===== src/two_wire_defines.vh =====
/*
 constants for the two-wire eeprom slave bus block: timing figures and cycle counts.
 assumes a 50 MHz ref_clk; included by its bare name.
*/
`ifndef TWO_WIRE_DEFINES_VH
`define TWO_WIRE_DEFINES_VH

// ----------------------------------------------------------------------
// clock
// ----------------------------------------------------------------------
`define CLK_PERIOD_NS          20
`define CLK_FREQ_KHZ           50000

// ----------------------------------------------------------------------
// timing figures and derived counts
// ----------------------------------------------------------------------
// glitch reject width: longest spike rejected, rounded up to whole cycles plus one
`define GLITCH_REJECT_WIDTH_NS 50
`define GLITCH_CYCLES          ((`GLITCH_REJECT_WIDTH_NS + `CLK_PERIOD_NS - 1) / `CLK_PERIOD_NS + 1)
// least hold of sda after scl falls, rounded up
`define CLOCK_TO_OUTPUT_DELAY_NS 300
`define HOLD_CYCLES            ((`CLOCK_TO_OUTPUT_DELAY_NS + `CLK_PERIOD_NS - 1) / `CLK_PERIOD_NS)
// programming time per page, longest bound, a whole number of cycles with no rounding
`define WRITE_PAGE_MS          5
`define WRITE_PAGE_CYCLES      (`WRITE_PAGE_MS * `CLK_FREQ_KHZ)
`define PAGE_BYTES             8
`define PAGE_COUNT_MAX         8

`endif


===== src/spike_filter.v =====
/*
 spike filter: synchronises one bus line and passes a new level only after it has
 stood for a number of cycles. assumes the input is asynchronous to clk.
*/
`timescale 1ns/1ns
module spike_filter
#(
    parameter STABLE_CYCLES = 4,
    parameter CW            = 4
)
(
    // clock and reset
    input  wire clk,
    input  wire rst,
    // line
    input  wire line_in,
    output reg  line_q
);
    reg          sync1_q;
    reg          sync2_q;
    reg [CW-1:0] cnt_q;

    always @(posedge clk or posedge rst)
    begin
        if (rst)
        begin
            sync1_q <= 1'b1;
            sync2_q <= 1'b1;
            cnt_q   <= {CW{1'b0}};
            line_q  <= 1'b1;
        end
        else
        begin
            sync1_q <= line_in;
            sync2_q <= sync1_q;
            // a differing level must persist before it is accepted
            if (sync2_q == line_q)
                cnt_q <= {CW{1'b0}};
            else if (cnt_q == STABLE_CYCLES[CW-1:0] - 1'b1)
            begin
                cnt_q  <= {CW{1'b0}};
                line_q <= sync2_q;
            end
            else
                cnt_q <= cnt_q + 1'b1;
        end
    end
endmodule // spike_filter


===== src/eeprom_two_wire_slave_bus.v =====
/*
 bus-level slave of a serial eeprom on a two-wire bus: spike filtering, start and stop
 detection, bit and byte framing, acknowledge, transmit with output hold, and the
 self-timed programming cycle. byte meaning is decided by the user side.
 assumes an external master makes scl and all start/stop; sda is open drain.
*/
// Overview of operation
// - the master chooses the direction, the user side tells whether the block transmits.
// - sda is kept stable while scl is high and any change then is taken as start or stop.
// - driven sda is held for at least 300 ns after each scl falling edge.
// - spikes up to 50 ns on sda and scl are rejected before any edge is seen.
// - the programming cycle lasts at most 5 ms per cached page of 8 bytes.
// - sda falling with scl high is start, sda rising with scl high is stop.
// - after a received byte the block pulls sda low for the ninth clock pulse, only while rx_ack_en is set and prog_busy is low.
// - when the master does not acknowledge a read byte the block releases sda.
`timescale 1ns/1ns
`include "two_wire_defines.vh"
module eeprom_two_wire_slave_bus
#(
    parameter WRITE_PAGE_CYCLES = `WRITE_PAGE_CYCLES
)
(
    // clock and reset
    input  wire       ref_clk,
    input  wire       sys_rst,
    // bus pins
    input  wire       scl_in,
    input  wire       sda_in,
    output reg        sda_out,
    output reg        sda_oe,
    // receive side
    output reg  [7:0] rx_byte,
    output reg        rx_valid,
    input  wire       rx_ack_en,
    // transmit side
    input  wire       tx_mode,
    input  wire [7:0] tx_byte,
    output reg        tx_taken,
    output reg        tx_nack,
    // framing
    output reg        start_seen,
    output reg        stop_seen,
    output reg        bus_busy,
    // programming cycle
    input  wire       prog_start,
    input  wire [3:0] prog_pages,
    output reg        prog_busy
);
    // ------------------------------------------------------------------
    // filtered lines
    // ------------------------------------------------------------------
    wire scl_f;
    wire sda_f;

    spike_filter #(.STABLE_CYCLES(`GLITCH_CYCLES), .CW(4)) u_scl_filter
    (
        .clk     (ref_clk),
        .rst     (sys_rst),
        .line_in (scl_in),
        .line_q  (scl_f)
    );

    spike_filter #(.STABLE_CYCLES(`GLITCH_CYCLES), .CW(4)) u_sda_filter
    (
        .clk     (ref_clk),
        .rst     (sys_rst),
        .line_in (sda_in),
        .line_q  (sda_f)
    );

    reg scl_d1_q;
    reg sda_d1_q;
    wire scl_rise = scl_f & ~scl_d1_q;
    wire scl_fall = ~scl_f & scl_d1_q;
    wire start_ev = scl_f & scl_d1_q & sda_d1_q & ~sda_f;
    wire stop_ev  = scl_f & scl_d1_q & ~sda_d1_q & sda_f;

    // ------------------------------------------------------------------
    // bit framing
    // ------------------------------------------------------------------
    localparam ST_IDLE = 2'd0;
    localparam ST_DATA = 2'd1;
    localparam ST_ACK  = 2'd2;
    // hold count kept as a ranged constant so its low bits can be taken on purpose
    localparam [31:0] HOLD_W = `HOLD_CYCLES;

    reg [1:0] state_q;
    reg [3:0] bit_q;
    reg [7:0] shift_q;
    reg       dir_tx_q;
    reg       drive_d;
    reg       drive_q;
    reg       pend_q;
    reg       pend_val_q;
    reg [4:0] hold_q;
    reg [31:0] prog_cnt_q;

    always @(posedge ref_clk or posedge sys_rst)
    begin
        if (sys_rst)
        begin
            scl_d1_q   <= 1'b1;
            sda_d1_q   <= 1'b1;
            state_q    <= ST_IDLE;
            bit_q      <= 4'h0;
            shift_q    <= 8'h00;
            dir_tx_q   <= 1'b0;
            rx_byte    <= 8'h00;
            rx_valid   <= 1'b0;
            tx_taken   <= 1'b0;
            tx_nack    <= 1'b0;
            start_seen <= 1'b0;
            stop_seen  <= 1'b0;
            bus_busy   <= 1'b0;
            pend_q     <= 1'b0;
            pend_val_q <= 1'b1;
        end
        else
        begin
            scl_d1_q   <= scl_f;
            sda_d1_q   <= sda_f;
            rx_valid   <= 1'b0;
            tx_taken   <= 1'b0;
            start_seen <= start_ev;
            stop_seen  <= stop_ev;
            if (start_ev)
            begin
                // repeated start also restarts framing
                state_q  <= ST_DATA;
                bit_q    <= 4'h0;
                dir_tx_q <= 1'b0;
                bus_busy <= 1'b1;
                tx_nack  <= 1'b0;
                pend_q   <= 1'b1;
                pend_val_q <= 1'b1;
            end
            else if (stop_ev)
            begin
                state_q  <= ST_IDLE;
                bus_busy <= 1'b0;
                tx_nack  <= 1'b0;
                pend_q   <= 1'b1;
                pend_val_q <= 1'b1;
            end
            else
            begin
                case (state_q)
                    ST_IDLE:
                        state_q <= ST_IDLE;
                    ST_DATA:
                    begin
                        if (scl_rise)
                        begin
                            shift_q <= {shift_q[6:0], sda_f};
                            bit_q   <= bit_q + 4'h1;
                        end
                        if (scl_fall)
                        begin
                            if (bit_q == 4'h8)
                            begin
                                state_q <= ST_ACK;
                                if (!dir_tx_q)
                                begin
                                    rx_byte  <= shift_q;
                                    rx_valid <= 1'b1;
                                end
                                // acknowledge only when allowed and idle inside
                                pend_val_q <= dir_tx_q | ~(rx_ack_en & ~prog_busy);
                            end
                            else
                                // the next bit to send has been shifted up to the top
                                pend_val_q <= ~dir_tx_q | shift_q[7];
                            pend_q <= 1'b1;
                        end
                    end
                    ST_ACK:
                    begin
                        if (scl_rise && dir_tx_q)
                            tx_nack <= sda_f;
                        if (scl_fall)
                        begin
                            bit_q <= 4'h0;
                            state_q <= ST_DATA;
                            // nack level is held through the ack bit, used here, then dropped
                            tx_nack <= 1'b0;
                            pend_q <= 1'b1;
                            // direction follows what the user side says
                            if (tx_mode && !(dir_tx_q && tx_nack))
                            begin
                                dir_tx_q   <= 1'b1;
                                shift_q    <= tx_byte;
                                tx_taken   <= 1'b1;
                                pend_val_q <= tx_byte[7];
                            end
                            else
                            begin
                                // a refused read byte leaves sda high
                                if (dir_tx_q && tx_nack)
                                    state_q <= ST_IDLE;
                                dir_tx_q   <= 1'b0;
                                pend_val_q <= 1'b1;
                            end
                        end
                    end
                    default:
                        state_q <= ST_IDLE;
                endcase
                if (pend_q && hold_q == 5'd0 && !scl_fall)
                    pend_q <= 1'b0;
            end
        end
    end

    // ------------------------------------------------------------------
    // output with hold after scl falling edge
    // ------------------------------------------------------------------
    always @*
    begin
        drive_d = drive_q;
        if (pend_q && hold_q == 5'd0)
            drive_d = ~pend_val_q;
        if (start_ev || stop_ev)
            drive_d = 1'b0;
    end

    always @(posedge ref_clk or posedge sys_rst)
    begin
        if (sys_rst)
        begin
            hold_q  <= 5'd0;
            drive_q <= 1'b0;
            sda_out <= 1'b0;
            sda_oe  <= 1'b0;
        end
        else
        begin
            if (scl_fall)
                hold_q <= HOLD_W[4:0];
            else if (hold_q != 5'd0)
                hold_q <= hold_q - 5'd1;
            drive_q <= drive_d;
            sda_out <= 1'b0;
            sda_oe  <= drive_d;
        end
    end

    // ------------------------------------------------------------------
    // self-timed programming cycle
    // ------------------------------------------------------------------
    always @(posedge ref_clk or posedge sys_rst)
    begin
        if (sys_rst)
        begin
            prog_cnt_q <= 32'h0000_0000;
            prog_busy  <= 1'b0;
        end
        else if (prog_busy)
        begin
            if (prog_cnt_q <= 32'h0000_0001)
                prog_busy <= 1'b0;
            prog_cnt_q <= prog_cnt_q - 32'h0000_0001;
        end
        else if (prog_start && prog_pages != 4'h0)
        begin
            // bound scales with pages, capped at the cache size
            prog_cnt_q <= WRITE_PAGE_CYCLES *
                ((prog_pages > `PAGE_COUNT_MAX) ? `PAGE_COUNT_MAX : prog_pages);
            prog_busy  <= 1'b1;
        end
    end
endmodule // eeprom_two_wire_slave_bus


===== config.mk =====
export PLATFORM = sky130hd
export DESIGN_NAME = eeprom_two_wire_slave_bus
export DESIGN_NICKNAME = d
export VERILOG_FILES = /design/src/spike_filter.v /design/src/eeprom_two_wire_slave_bus.v
export VERILOG_INCLUDE_DIRS = /design/src
export SDC_FILE = /design/constraint.sdc
export NUM_CORES = 1
export LEC_CHECK = 0
export ABC_AREA = 1
export BUFFER_PORTS_ARGS = -buffer_cell sky130_fd_sc_hd__buf_2
export CAP_MARGIN = 20
export CORE_ASPECT_RATIO = 1.4
export CORE_UTILIZATION = 61
export DETAILED_ROUTE_END_ITERATION = 8
export GPL_TIMING_DRIVEN = 0
export PLACE_DENSITY = 0.78
export SLEW_MARGIN = 20
export SYNTH_ARGS = -nofsm -noshare
export SYNTH_HDL_FRONTEND = slang
export SYNTH_HIERARCHICAL = 1
export SYNTH_SLANG_ARGS = --single-unit

===== constraint.sdc =====
create_clock -name ref_clk -period 3.65 [get_ports ref_clk]
set_clock_uncertainty 0.15 [all_clocks]
set_input_delay 1.095 -clock ref_clk [delete_from_list [all_inputs] [get_ports ref_clk]]
set_output_delay 1.095 -clock ref_clk [all_outputs]
set_load 0.01 [all_outputs]

==> results.tsv, run 1 <==
stage	metric	value	unit
floorplan	Core Region	7850	µm²
sta	Final Critical Period	3360	ps
setup_path	Crit path arrival time	3480	ps
clock_network	number of CTS-inserted buffers	9	
final_layout	most common cell after layout, fill and taps aside	nand2_1	
run_status	status	finished clean	
power	leakage	2.70	nW
final_layout	Design Area, Final	5540	µm²
power	peak supply drop	266	µV
floorplan	Die X	78.6	µm
synthesis	asr flop ratio synth	100	%
sta	Fin. Hold Viols	0	
floorplan	die height	109	µm
drt	final antenna-violating net count	0	
clock_network	Max clock buf depth	2	
clock_network	CTS Hold Bufs	0	
clock_network	Worst-path clk slew	80	ps
placed_design	number of buffers added on ports	34	
clock_network	CTS tree	done	
synthesis	EDFF count, synth	0	
synthesis	synthesized cell area	5010	µm²
floorplan	initial core utilization	63.9	%
final_layout	Area growth syn-to-layout	10.6	%
sta	fin crit share	92.1	%
setup_path	Setup crit start kind	input pin	
clock_network	later-pin clock latency in the skew report	370	ps
power	Power Total	0.00276	W
setup_path	crit end category	flop	
final_layout	Final nets	720	
drt	Via-to-Cell Ratio	5.48	
synthesis	sequential fraction of the synthesis area	43.2	%
synthesis	synthesis warning total	6	
setup_path	Req. time, crit path	3770	ps
placed_design	routability congestion estimate	0.903	
drt	Pre-antenna DRT Iters	4	
drt	total wire length	10900	µm
sta	Final setup viols	0	
drt	DRC Markers	0	
floorplan	# IOs	36	
run	max_cap viols	0	
final_layout	most frequent cells in the layout	nand2_1, inv_1, dfrtp_1, nor2_1, nand3_1	
placed_design	Detail Placement HPWL	8210	µm
sta	setup ws final	288	ps
sta	actual slew at the worst max-slew pin	575	ps
floorplan	die area	8590	µm²
sta	Slew HR	61.3	%
global_route	largest net degree at the start of global routing	50	
global_route	first-pass GRT wire length	18300	µm
placed_design	pre-CTS WS	-102	ps
synthesis	synthesis-stage register bit count	86	
drt	DRT iter0 DRCs	186	
hold_path	Hold WC Path Type	flop to flop	
synthesis	predominant post-synthesis flop cell	dfrtp_1	
synthesis	Mapped Cells	628	
drt	Avg WL per Cell	13.9	µm
synthesis	Distinct cells, synth	46	
global_route	Tot GR Track Use	27.8	%
sta	setup TNS	0	ps
drt	routed via count	4272	
setup_path	crit-path max FO	8	
final_layout	fraction of layout cells with a size suffix above 1	16.2	%
sta	FMAX	0.297	GHz
clock_network	Num Clock Sinks	86	
synthesis	Avg Cell Area, Syn	7.98	µm²
floorplan	site row count	38	
power	pwr dens	498	nW/µm²
setup_path	Crit Path Category	input pin to flop	
sta	max-slew violations	0	
final_layout	ANT cells	0	
global_route	vias in the first global route	4186	
clock_network	postcts setup bufs	0	
global_route	initial antenna violation count	0	
sta	RSZ-0062 raised after global routing	false	
placed_design	Placed Area	5340	µm²
clock_network	H-tree Lvls	3	
clock_network	root buffer cell	clkbuf_8	
global_route	grt ovf	0	
[worst paths after layout]
check	cells past startpoint	endpoint	from	slack, ps
worst max-delay path	18	prog_cnt_q[20]$_DFFE_PP0P_	prog_pages[3]	290
worst min-delay path	0	u_sda_filter/sync2_q$_DFF_PP1_	u_sda_filter/sync1_q$_DFF_PP1_	210
worst max register to register	9	shift_q[7]$_DFFE_PP0P_	state_q[0]$_DFFE_PP0P_	1570
worst min register to register	0	u_sda_filter/sync2_q$_DFF_PP1_	u_sda_filter/sync1_q$_DFF_PP1_	210
max in group asynchronous	3	prog_busy$_DFF_PP0_	sys_rst	2250
min in group asynchronous	2	u_scl_filter/cnt_q[1]$_DFF_PP0_	sys_rst	540
[area by class of cell]
cell class                      instances  area, µm²
Clock buffer                           11        141
Fill cell                             658       2300
Sequential cell                        86       2160
Clock inverter                          5       58.8
Buffer                                 14       81.3
Tap cell                              100        125
Multi-Input combinational cell        440       2440
Inverter                               89        337
Timing Repair Buffer                   35        198
[critical path: stages]
cell	delay (ps)
buf_2	160
inv_1	110
nand2_1	90
inv_1	80
ha_1	300
inv_1	70
fa_1	520
inv_1	40
ha_1	330
nand3_1	90
nand3_1	120
nand2_1	100
nand2_1	70
nand3_1	60
nand3_1	110
nand2_1	60
nand2_1	50
nand2_1	50
[timing repair]
item / CTS / global route
setup endpoints to repair: 0 / 1
hold endpoints to repair: 0 / 0
gates resized for setup: 0 / 1
[synth_stat cells (all sizes together) (4+ instances only)]
cell type | n | area share [%]
ha | 23 | 5.7
xnor2 | 6 | 1.0
nand3 | 47 | 4.7
nor2 | 78 | 6.7
nand2 | 143 | 11
o211ai | 15 | 2.4
a31oi | 4 | 0.50
a21oi | 14 | 1.7
o21ai | 53 | 5.6
nand4 | 10 | 1.4
dfstp | 9 | 4.7
inv | 89 | 6.7
a21boi | 4 | 0.60
dfrtp | 77 | 38
nor3 | 8 | 1.1
o22ai | 6 | 0.87
xor2 | 8 | 1.4
buf | 11 | 1.4
nor4 | 5 | 0.62
[power by group]
| group | internal [W] | leakage, nW | total, W | switching [W] |
|---|---|---|---|---|
| sequential | 0.00113 | 1.00 | 0.00127 | 0.000135 |
| clock | 0.000335 | 0.0955 | 0.000681 | 0.000346 |
| combinational | 0.000303 | 1.60 | 0.000813 | 0.000510 |
[per-stage QoR]
step	hold WS [ps]	utilization, %	std cells
6_report	209	70.7	780
5_1_grt	213	70.7	780
4_1_cts	210	70.6	780
3_5_place_dp	199	68.1	764
3_3_place_gp	195	67.7	763
2_1_floorplan	195	-	629
[flip-flops by register name, indices dropped and copies added (netlist names), 2 cells and up]
register / count
prog_cnt_q: 32
rx_byte: 8
shift_q: 8
hold_q: 5
bit_q: 4
u_scl_filter/cnt_q: 4
u_sda_filter/cnt_q: 4
state_q: 2
[cell families (layout without fill, tap and decap cells)]
logic type | count (synthesis) | in the layout | share of synthesized area, %
adder cells (fa/ha/maj) | 26 | 26 | 6.94
buffers and inverters | 103 | 154 | 8.29
flip-flops | 86 | 86 | 43.2
XOR/XNOR | 14 | 14 | 2.45
AO/OA/AOI/OAI | 105 | 105 | 13.1
other | 1 | 2 | 0.0748
AND/OR/NAND/NOR | 293 | 293 | 26.0
[layer usage]
metal	GRT usage (%)	wire length, µm	vias up
met5	0	0	-
met4	12.8	288	0
met3	5.86	339	26
met2	51.1	5830	81
met1	30.3	4430	2020
li1	-	-	2145
(Power assumes the default switching activity.)
==> run 2, diff against run 1 <==
--- a/config.mk
+++ b/config.mk
@@ -10,11 +10,12 @@
 export BUFFER_PORTS_ARGS = -buffer_cell sky130_fd_sc_hd__buf_2
 export CAP_MARGIN = 20
 export CORE_ASPECT_RATIO = 1.4
-export CORE_UTILIZATION = 61
+export CORE_UTILIZATION = 62
+export CTS_BUF_LIST = sky130_fd_sc_hd__clkbuf_2
 export DETAILED_ROUTE_END_ITERATION = 8
 export GPL_TIMING_DRIVEN = 0
-export PLACE_DENSITY = 0.78
-export SLEW_MARGIN = 20
+export PLACE_DENSITY = 0.79
+export SLEW_MARGIN = 15
 export SYNTH_ARGS = -nofsm -noshare
 export SYNTH_HDL_FRONTEND = slang
 export SYNTH_HIERARCHICAL = 1
==> run 2 against run 1 <==
Power is 7.8% lower. Final area fell by 1.6%. Critical path depth fell by 2. Clock power is 29% lower. Via count rose by 1.8%. Global-route usage about the same. Highest routed layer unchanged. Sequential share of layout area grew 0.65 points. Largest cell class unchanged.
==> results.tsv, run 2 (synthesis results as in run 1) <==
stage	metric	value	unit	change
clock_network	CTS tree	done		
power	leakage	2.67	nW	-1.1%
final_layout	Largest regs	prog_cnt_q (32), rx_byte (8), shift_q (8)		
hold_path	Hold WC Path Type	flop to flop		
sta	Final setup viols	0		unchanged
final_layout	most common cell after layout, fill and taps aside	nand2_1		
clock_network	later-pin clock latency in the skew report	560	ps	+190 ps
sta	fin crit share	87.9	%	-4.2 points
final_layout	fraction of layout cells with a size suffix above 1	15.9	%	-0.27 points
floorplan	die height	108	µm	-0.80%
final_layout	most flop-heavy register	prog_cnt_q		
setup_path	Req. time, crit path	4000	ps	+230 ps
setup_path	worst flop-to-flop path startpoint	state_q[0]$_DFFE_PP0P_		
global_route	grt ovf	0		unchanged
hold_path	WHS Endpoint	u_sda_filter/sync2_q$_DFF_PP1_		
placed_design	number of buffers added on ports	34		unchanged
setup_path	Setup crit start kind	input pin		
sta	final hold slack	224	ps	+15.2 ps
clock_network	root buffer cell	clkbuf_2		
final_layout	multi-input logic area	2440	µm²	-0.10%
clock_network	Max clock buf depth	2		unchanged
sta	RSZ-0062 raised after global routing	false		
final_layout	Fillers	661		+0.46%
floorplan	die area	8450	µm²	-1.6%
clock_network	CTS Hold Bufs	0		unchanged
setup_path	Crit Path Category	input pin to flop		
drt	total wire length	10700	µm	-1.9%
global_route	initial antenna violation count	1		+1
final_layout	Area growth syn-to-layout	8.79	%	
global_route	largest net degree at the start of global routing	44		-12%
sta	Slew HR	55.4	%	-5.9 points
global_route	first-pass GRT wire length	18500	µm	+0.94%
drt	DRT iter0 DRCs	280		+51%
setup_path	Register-to-Register Setup Slack	1590	ps	+20 ps
setup_path	crit end category	flop		
drt	Via-to-Cell Ratio	5.57		+1.8%
hold_path	hold_sp	u_sda_filter/sync1_q$_DFF_PP1_		
sta	Fin. Hold Viols	0		unchanged
placed_design	Detail Placement HPWL	8090	µm	-1.5%
power	peak supply drop	335	µV	+26%
global_route	vias in the first global route	4323		+3.3%
final_layout	Final nets	720		unchanged
clock_network	postcts setup bufs	0		unchanged
power	pwr dens	467	nW/µm²	-6.3%
drt	Avg WL per Cell	13.7	µm	-1.9%
hold_path	hold path depth	0		unchanged
floorplan	Core Region	7800	µm²	-0.61%
sta	actual slew at the worst max-slew pin	663	ps	+87.5 ps
floorplan	initial core utilization	64.3	%	+0.39 points
clock_network	post-cts sizing count	0		unchanged
drt	routed via count	4347		+1.8%
final_layout	max FFs per register	32		unchanged
power	Power Total	0.00255	W	-7.8%
floorplan	# IOs	36		unchanged
final_layout	Register Area	2160	µm²	unchanged
run	max_cap viols	0		unchanged
run_status	status	finished clean		
drt	DRC Markers	0		unchanged
floorplan	Die X	78.0	µm	-0.79%
placed_design	routability congestion estimate	0.907		+0.41%
setup_path	worst reg-to-reg path cell count	8		-1
drt	Pre-antenna DRT Iters	5		+1
clock_network	Num Clock Sinks	86		unchanged
sta	max-slew violations	0		unchanged
clock_network	Worst-path clk slew	220	ps	+140 ps
final_layout	most frequent cells in the layout	nand2_1, inv_1, dfrtp_1, nor2_1, nand3_1		
sta	Final Critical Period	3210	ps	-154 ps
floorplan	site row count	38		unchanged
setup_path	worst r2r dst	shift_q[5]$_DFFE_PP0P_		
setup_path	crit-path max FO	8		unchanged
clock_network	number of CTS-inserted buffers	9		unchanged
clock_network	H-tree Lvls	3		unchanged
setup_path	Crit path arrival time	3550	ps	+70 ps
drt	final antenna-violating net count	0		unchanged
sta	FMAX	0.312	GHz	+4.8%
global_route	Tot GR Track Use	27.8	%	about the same
[run 2: worst max path at each step]
stage,from,end,slack (ps),cells after the start
6_report,prog_pages[3],prog_cnt_q[18]$_DFFE_PP0P_,440,16
5_1_grt,prog_pages[3],prog_cnt_q[18]$_DFFE_PP0P_,320,16
4_1_cts,prog_pages[3],prog_cnt_q[18]$_DFFE_PP0P_,500,16
3_5_place_dp,prog_pages[3],prog_cnt_q[20]$_DFFE_PP0P_,-90,18
3_3_place_gp,sys_rst,shift_q[3]$_DFFE_PP0P_,-370,2
2_1_floorplan,prog_pages[3],prog_cnt_q[18]$_DFFE_PP0P_,290,14
[run 2: through the flow]
| step | std cells | setup TNS [ps] | utilization [%] | worst slack [ps] | cell area, µm² |
|---|---|---|---|---|---|
| final | 780 | 0 | 69.9 | 443 | 5450 |
| after floorplan | 629 | 0 | - | 295 | 5010 |
| after detailed placement | 764 | -240 | 68.5 | -88.2 | 5340 |
| after CTS | 779 | 0 | 69.9 | 500 | 5450 |
| after global placement | 763 | -25180 | 68.1 | -366 | 5310 |
| after global routing | 780 | 0 | 69.9 | 318 | 5450 |
[run 2: final cells by class]
cell class	count	area share (%)
well taps	100	2.30
diodes	1	0.0459
repair buffers	35	3.63
multi-input cells	440	44.7
inverters	89	6.17
plain buffers	14	1.49
clock buffers	9	0.826
clock inverters	6	1.17
flip-flops and latches	86	39.7
[run 2: power breakdown]
part	total, W	switching [W]	internal, W	leakage, nW
logic	0.000794	0.000494	0.000301	1.60
registers	0.00127	0.000133	0.00113	1.00
clock network	0.000485	0.000332	0.000153	0.0654
total	0.00255	0.000959	0.00159	2.67
[run 2: per-layer routing]
metal / share of wire, % / GRT usage, % / vias up
met2: 52 / 50.6 / 112
met4: 3.0 / 14.4 / 0
met3: 3.5 / 4.73 / 28
met1: 41 / 31.1 / 2064
met5: 0 / 0 / -
li1: - / - / 2143
[run 2: critical path: stages]
cell,delay (ps)
buf_2,160
inv_1,100
nand2_1,90
inv_1,80
ha_1,310
inv_1,60
fa_1,520
inv_1,40
ha_1,340
nand2_1,90
nand3_1,120
nand2_1,100
nand2_1,50
o21ai_0,180
inv_1,80
a21oi_1,140
==> run 3, diff against run 2 <==
--- a/config.mk
+++ b/config.mk
@@ -10,11 +10,11 @@
 export BUFFER_PORTS_ARGS = -buffer_cell sky130_fd_sc_hd__buf_2
 export CAP_MARGIN = 20
 export CORE_ASPECT_RATIO = 1.4
-export CORE_UTILIZATION = 62
+export CORE_UTILIZATION = 57
 export CTS_BUF_LIST = sky130_fd_sc_hd__clkbuf_2
 export DETAILED_ROUTE_END_ITERATION = 8
 export GPL_TIMING_DRIVEN = 0
-export PLACE_DENSITY = 0.79
+export PLACE_DENSITY = 0.76
 export SLEW_MARGIN = 15
 export SYNTH_ARGS = -nofsm -noshare
 export SYNTH_HDL_FRONTEND = slang
==> constraint.sdc (replaced) <==
create_clock -name ref_clk -period 2.8 [get_ports ref_clk]
set_clock_uncertainty 0.15 [all_clocks]
set_input_delay 0.84 -clock ref_clk [delete_from_list [all_inputs] [get_ports ref_clk]]
set_output_delay 0.84 -clock ref_clk [all_outputs]
set_load 0.01 [all_outputs]
==> run 3 against run 2 <==
Final area rose by 1.8%. Highest routed layer unchanged. Largest power group unchanged. First-iteration DRC count fell by 8.6%. Power rose by 32%. Critical endpoint is now prog_cnt_q[20]$_DFFE_PP0P_. Cell count rose by 0.77%. Worst hold slack got worse by 140 ps. Critical path type unchanged.
==> results.tsv, run 3 (synthesis results as in run 1) <==
stage	metric	value	unit	change
floorplan	Die X	81.2	µm	+4.2%
final_layout	most flop-heavy register	prog_cnt_q		
run_status	status	finished clean		
sta	RSZ-0062 raised after global routing	false		
setup_path	Crit path arrival time	2950	ps	-600 ps
drt	routed via count	4294		-1.2%
drt	met3 WL	426	µm	+14%
floorplan	initial core utilization	58.6	%	-5.7 points
sta	max-slew violations	0		unchanged
global_route	first-pass GRT wire length	18500	µm	+0.22%
placed_design	Placed Cells	770		+0.79%
setup_path	Crit Path Category	input pin to flop		
clock_network	Max clock buf depth	2		unchanged
floorplan	site row count	40		+5.3%
final_layout	most common cell after layout, fill and taps aside	nand2_1		
clock_network	post-cts sizing count	0		unchanged
final_layout	ANT cells	0		-1
drt	DRT iter0 DRCs	256		-8.6%
clock_network	number of CTS-inserted buffers	9		unchanged
floorplan	die height	113	µm	+4.2%
clock_network	later-pin clock latency in the skew report	540	ps	-20 ps
sta	actual slew at the worst max-slew pin	581	ps	-81.6 ps
power	internal power	0.00210	W	+32%
clock_network	H-tree Lvls	3		unchanged
global_route	Tot GR Track Use	26.0	%	-1.8 points
power	clock share of power	18.8	%	-0.3 points
power	sw frac	37.4	%	-0.22 points
power	power share of the sequential group	49.2	%	-0.6 points
floorplan	# IOs	36		unchanged
sta	Slew HR	60.9	%	+5.5 points
global_route	initial antenna violation count	0		-1
final_layout	Area growth syn-to-layout	10.7	%	
setup_path	Setup crit start kind	input pin		
final_layout	Layout Utilization	64.8	%	-5.1 points
power	peak supply drop	481	µV	+43%
global_route	largest net degree at the start of global routing	38		-14%
drt	Via-to-Cell Ratio	5.46		-2.0%
floorplan	die area	9180	µm²	+8.6%
placed_design	routability congestion estimate	0.900		-0.73%
final_layout	Final Instance Count excl. Fillers	786		+0.77%
final_layout	fraction of layout cells with a size suffix above 1	18.4	%	+2.4 points
run	max_cap viols	0		unchanged
global_route	vias in the first global route	4232		-2.1%
drt	max layer used	met4		
setup_path	crit end category	flop		
power	sw power	0.00126	W	+31%
setup_path	Req. time, crit path	3080	ps	-920 ps
drt	final antenna-violating net count	0		unchanged
power	combinational share of power	32.1	%	+0.9 points
clock_network	Worst-path clk slew	210	ps	about the same
floorplan	Core Region	8560	µm²	+9.8%
drt	DR WL met2	5640	µm	+1.7%
placed_design	number of buffers added on ports	34		unchanged
final_layout	most frequent cells in the layout	nand2_1, dfrtp_1, inv_1, nor2_1, nand3_1		
drt	met1 wire length	4370	µm	-1.2%
sta	fin crit share	95.5	%	
clock_network	Num Clock Sinks	86		unchanged
power	pwr dens	604	nW/µm²	+29%
final_layout	max FFs per register	32		unchanged
hold_path	Hold WC Path Type	input pin to async pin		
placed_design	Detail Placement HPWL	8290	µm	+2.5%
clock_network	root buffer cell	clkbuf_2		
drt	Avg WL per Cell	13.6	µm	-0.29%
power	leakage	2.68	nW	+0.40%
drt	total wire length	10700	µm	+0.48%
sta	Final setup viols	0		unchanged
global_route	grt ovf	0		unchanged
sta	FMAX	0.374	GHz	
final_layout	Largest regs	prog_cnt_q (32), rx_byte (8), shift_q (8)		
drt	Pre-antenna DRT Iters	5		unchanged
clock_network	postcts setup bufs	0		unchanged
final_layout	Final nets	721		+0.14%
sta	Final Critical Period	2670	ps	
drt	DRC Markers	0		unchanged
sta	Fin. Hold Viols	0		unchanged
setup_path	crit-path max FO	8		unchanged
clock_network	CTS tree	done		
clock_network	CTS Hold Bufs	0		unchanged
-- run 3: changes by cell type in the layout (fill, tap and decap cells not counted), sizes merged --
cell    change
buf         +1
clkbuf      +1
diode       -1
-- run 3: worst max-delay path: stages --
cell	delay, ps
buf_6	110
inv_2	60
nand2_1	100
inv_2	80
ha_4	270
inv_2	40
fa_1	510
inv_2	40
ha_4	290
nand3_2	70
nand3_2	100
nand2_1	80
nand2_1	70
nand3_1	60
nand3_1	80
nand2_1	60
nand2_1	50
nand2_1	50
-- run 3: per-stage QoR --
| step | hold slack, ps | total power, W | TNS [ps] | cell area, µm² | worst slack [ps] |
|---|---|---|---|---|---|
| 6_report | 81.8 | 0.00335 | 0 | 5550 | 126 |
| 5_1_grt | 43.7 | 0.00362 | 0 | 5550 | 32.4 |
| 4_1_cts | 38.3 | 0.00338 | 0 | 5520 | 47.6 |
| 3_5_place_dp | 198 | 0.00274 | -2620 | 5410 | -520 |
| 3_3_place_gp | 196 | 0.00268 | -2420 | 5360 | -477 |
| 2_1_floorplan | 195 | 0.00247 | -121 | 5060 | -73.7 |
-- run 3: power by group through the flow --
stage | sequential [W] | clock (W) | combinational, W
3_3_place_gp | 0.00166 | 0 | 0.00102
3_5_place_dp | 0.00167 | 0 | 0.00107
2_1_floorplan | 0.00164 | 0 | 0.000824
4_1_cts | 0.00165 | 0.000651 | 0.00108
5_1_grt | 0.00168 | 0.000699 | 0.00124
6_report | 0.00165 | 0.000629 | 0.00108
-- run 3: per-layer routing --
layer	vias to the layer above	GRT usage, %
met4	0	11.9
met1	2030	30.2
met3	22	3.95
li1	2137	-
met2	105	45.9
met5	-	0
-- run 3: layout make-up --
type,count,area [µm²]
Fill cell,764,3010
Multi-Input combinational cell,440,2500
Sequential cell,86,2160
Inverter,89,338
Timing Repair Buffer,36,224
Tap cell,105,131
Buffer,14,81.3
Clock inverter,6,61.3
Clock buffer,10,50.0
-- run 3: worst paths after layout --
kind	from	endpoint	slack, ps	cells after the start
min reg2reg	u_sda_filter/sync1_q$_DFF_PP1_	u_sda_filter/sync2_q$_DFF_PP1_	220	0
max in group asynchronous	sys_rst	prog_cnt_q[20]$_DFFE_PP0P_	1690	4
min	sys_rst	u_scl_filter/cnt_q[1]$_DFF_PP0_	80	2
max reg2reg	state_q[0]$_DFFE_PP0P_	shift_q[7]$_DFFE_PP0P_	670	9
min in group ref_clk	u_sda_filter/sync1_q$_DFF_PP1_	u_sda_filter/sync2_q$_DFF_PP1_	220	0
max	prog_pages[3]	prog_cnt_q[20]$_DFFE_PP0P_	130	18
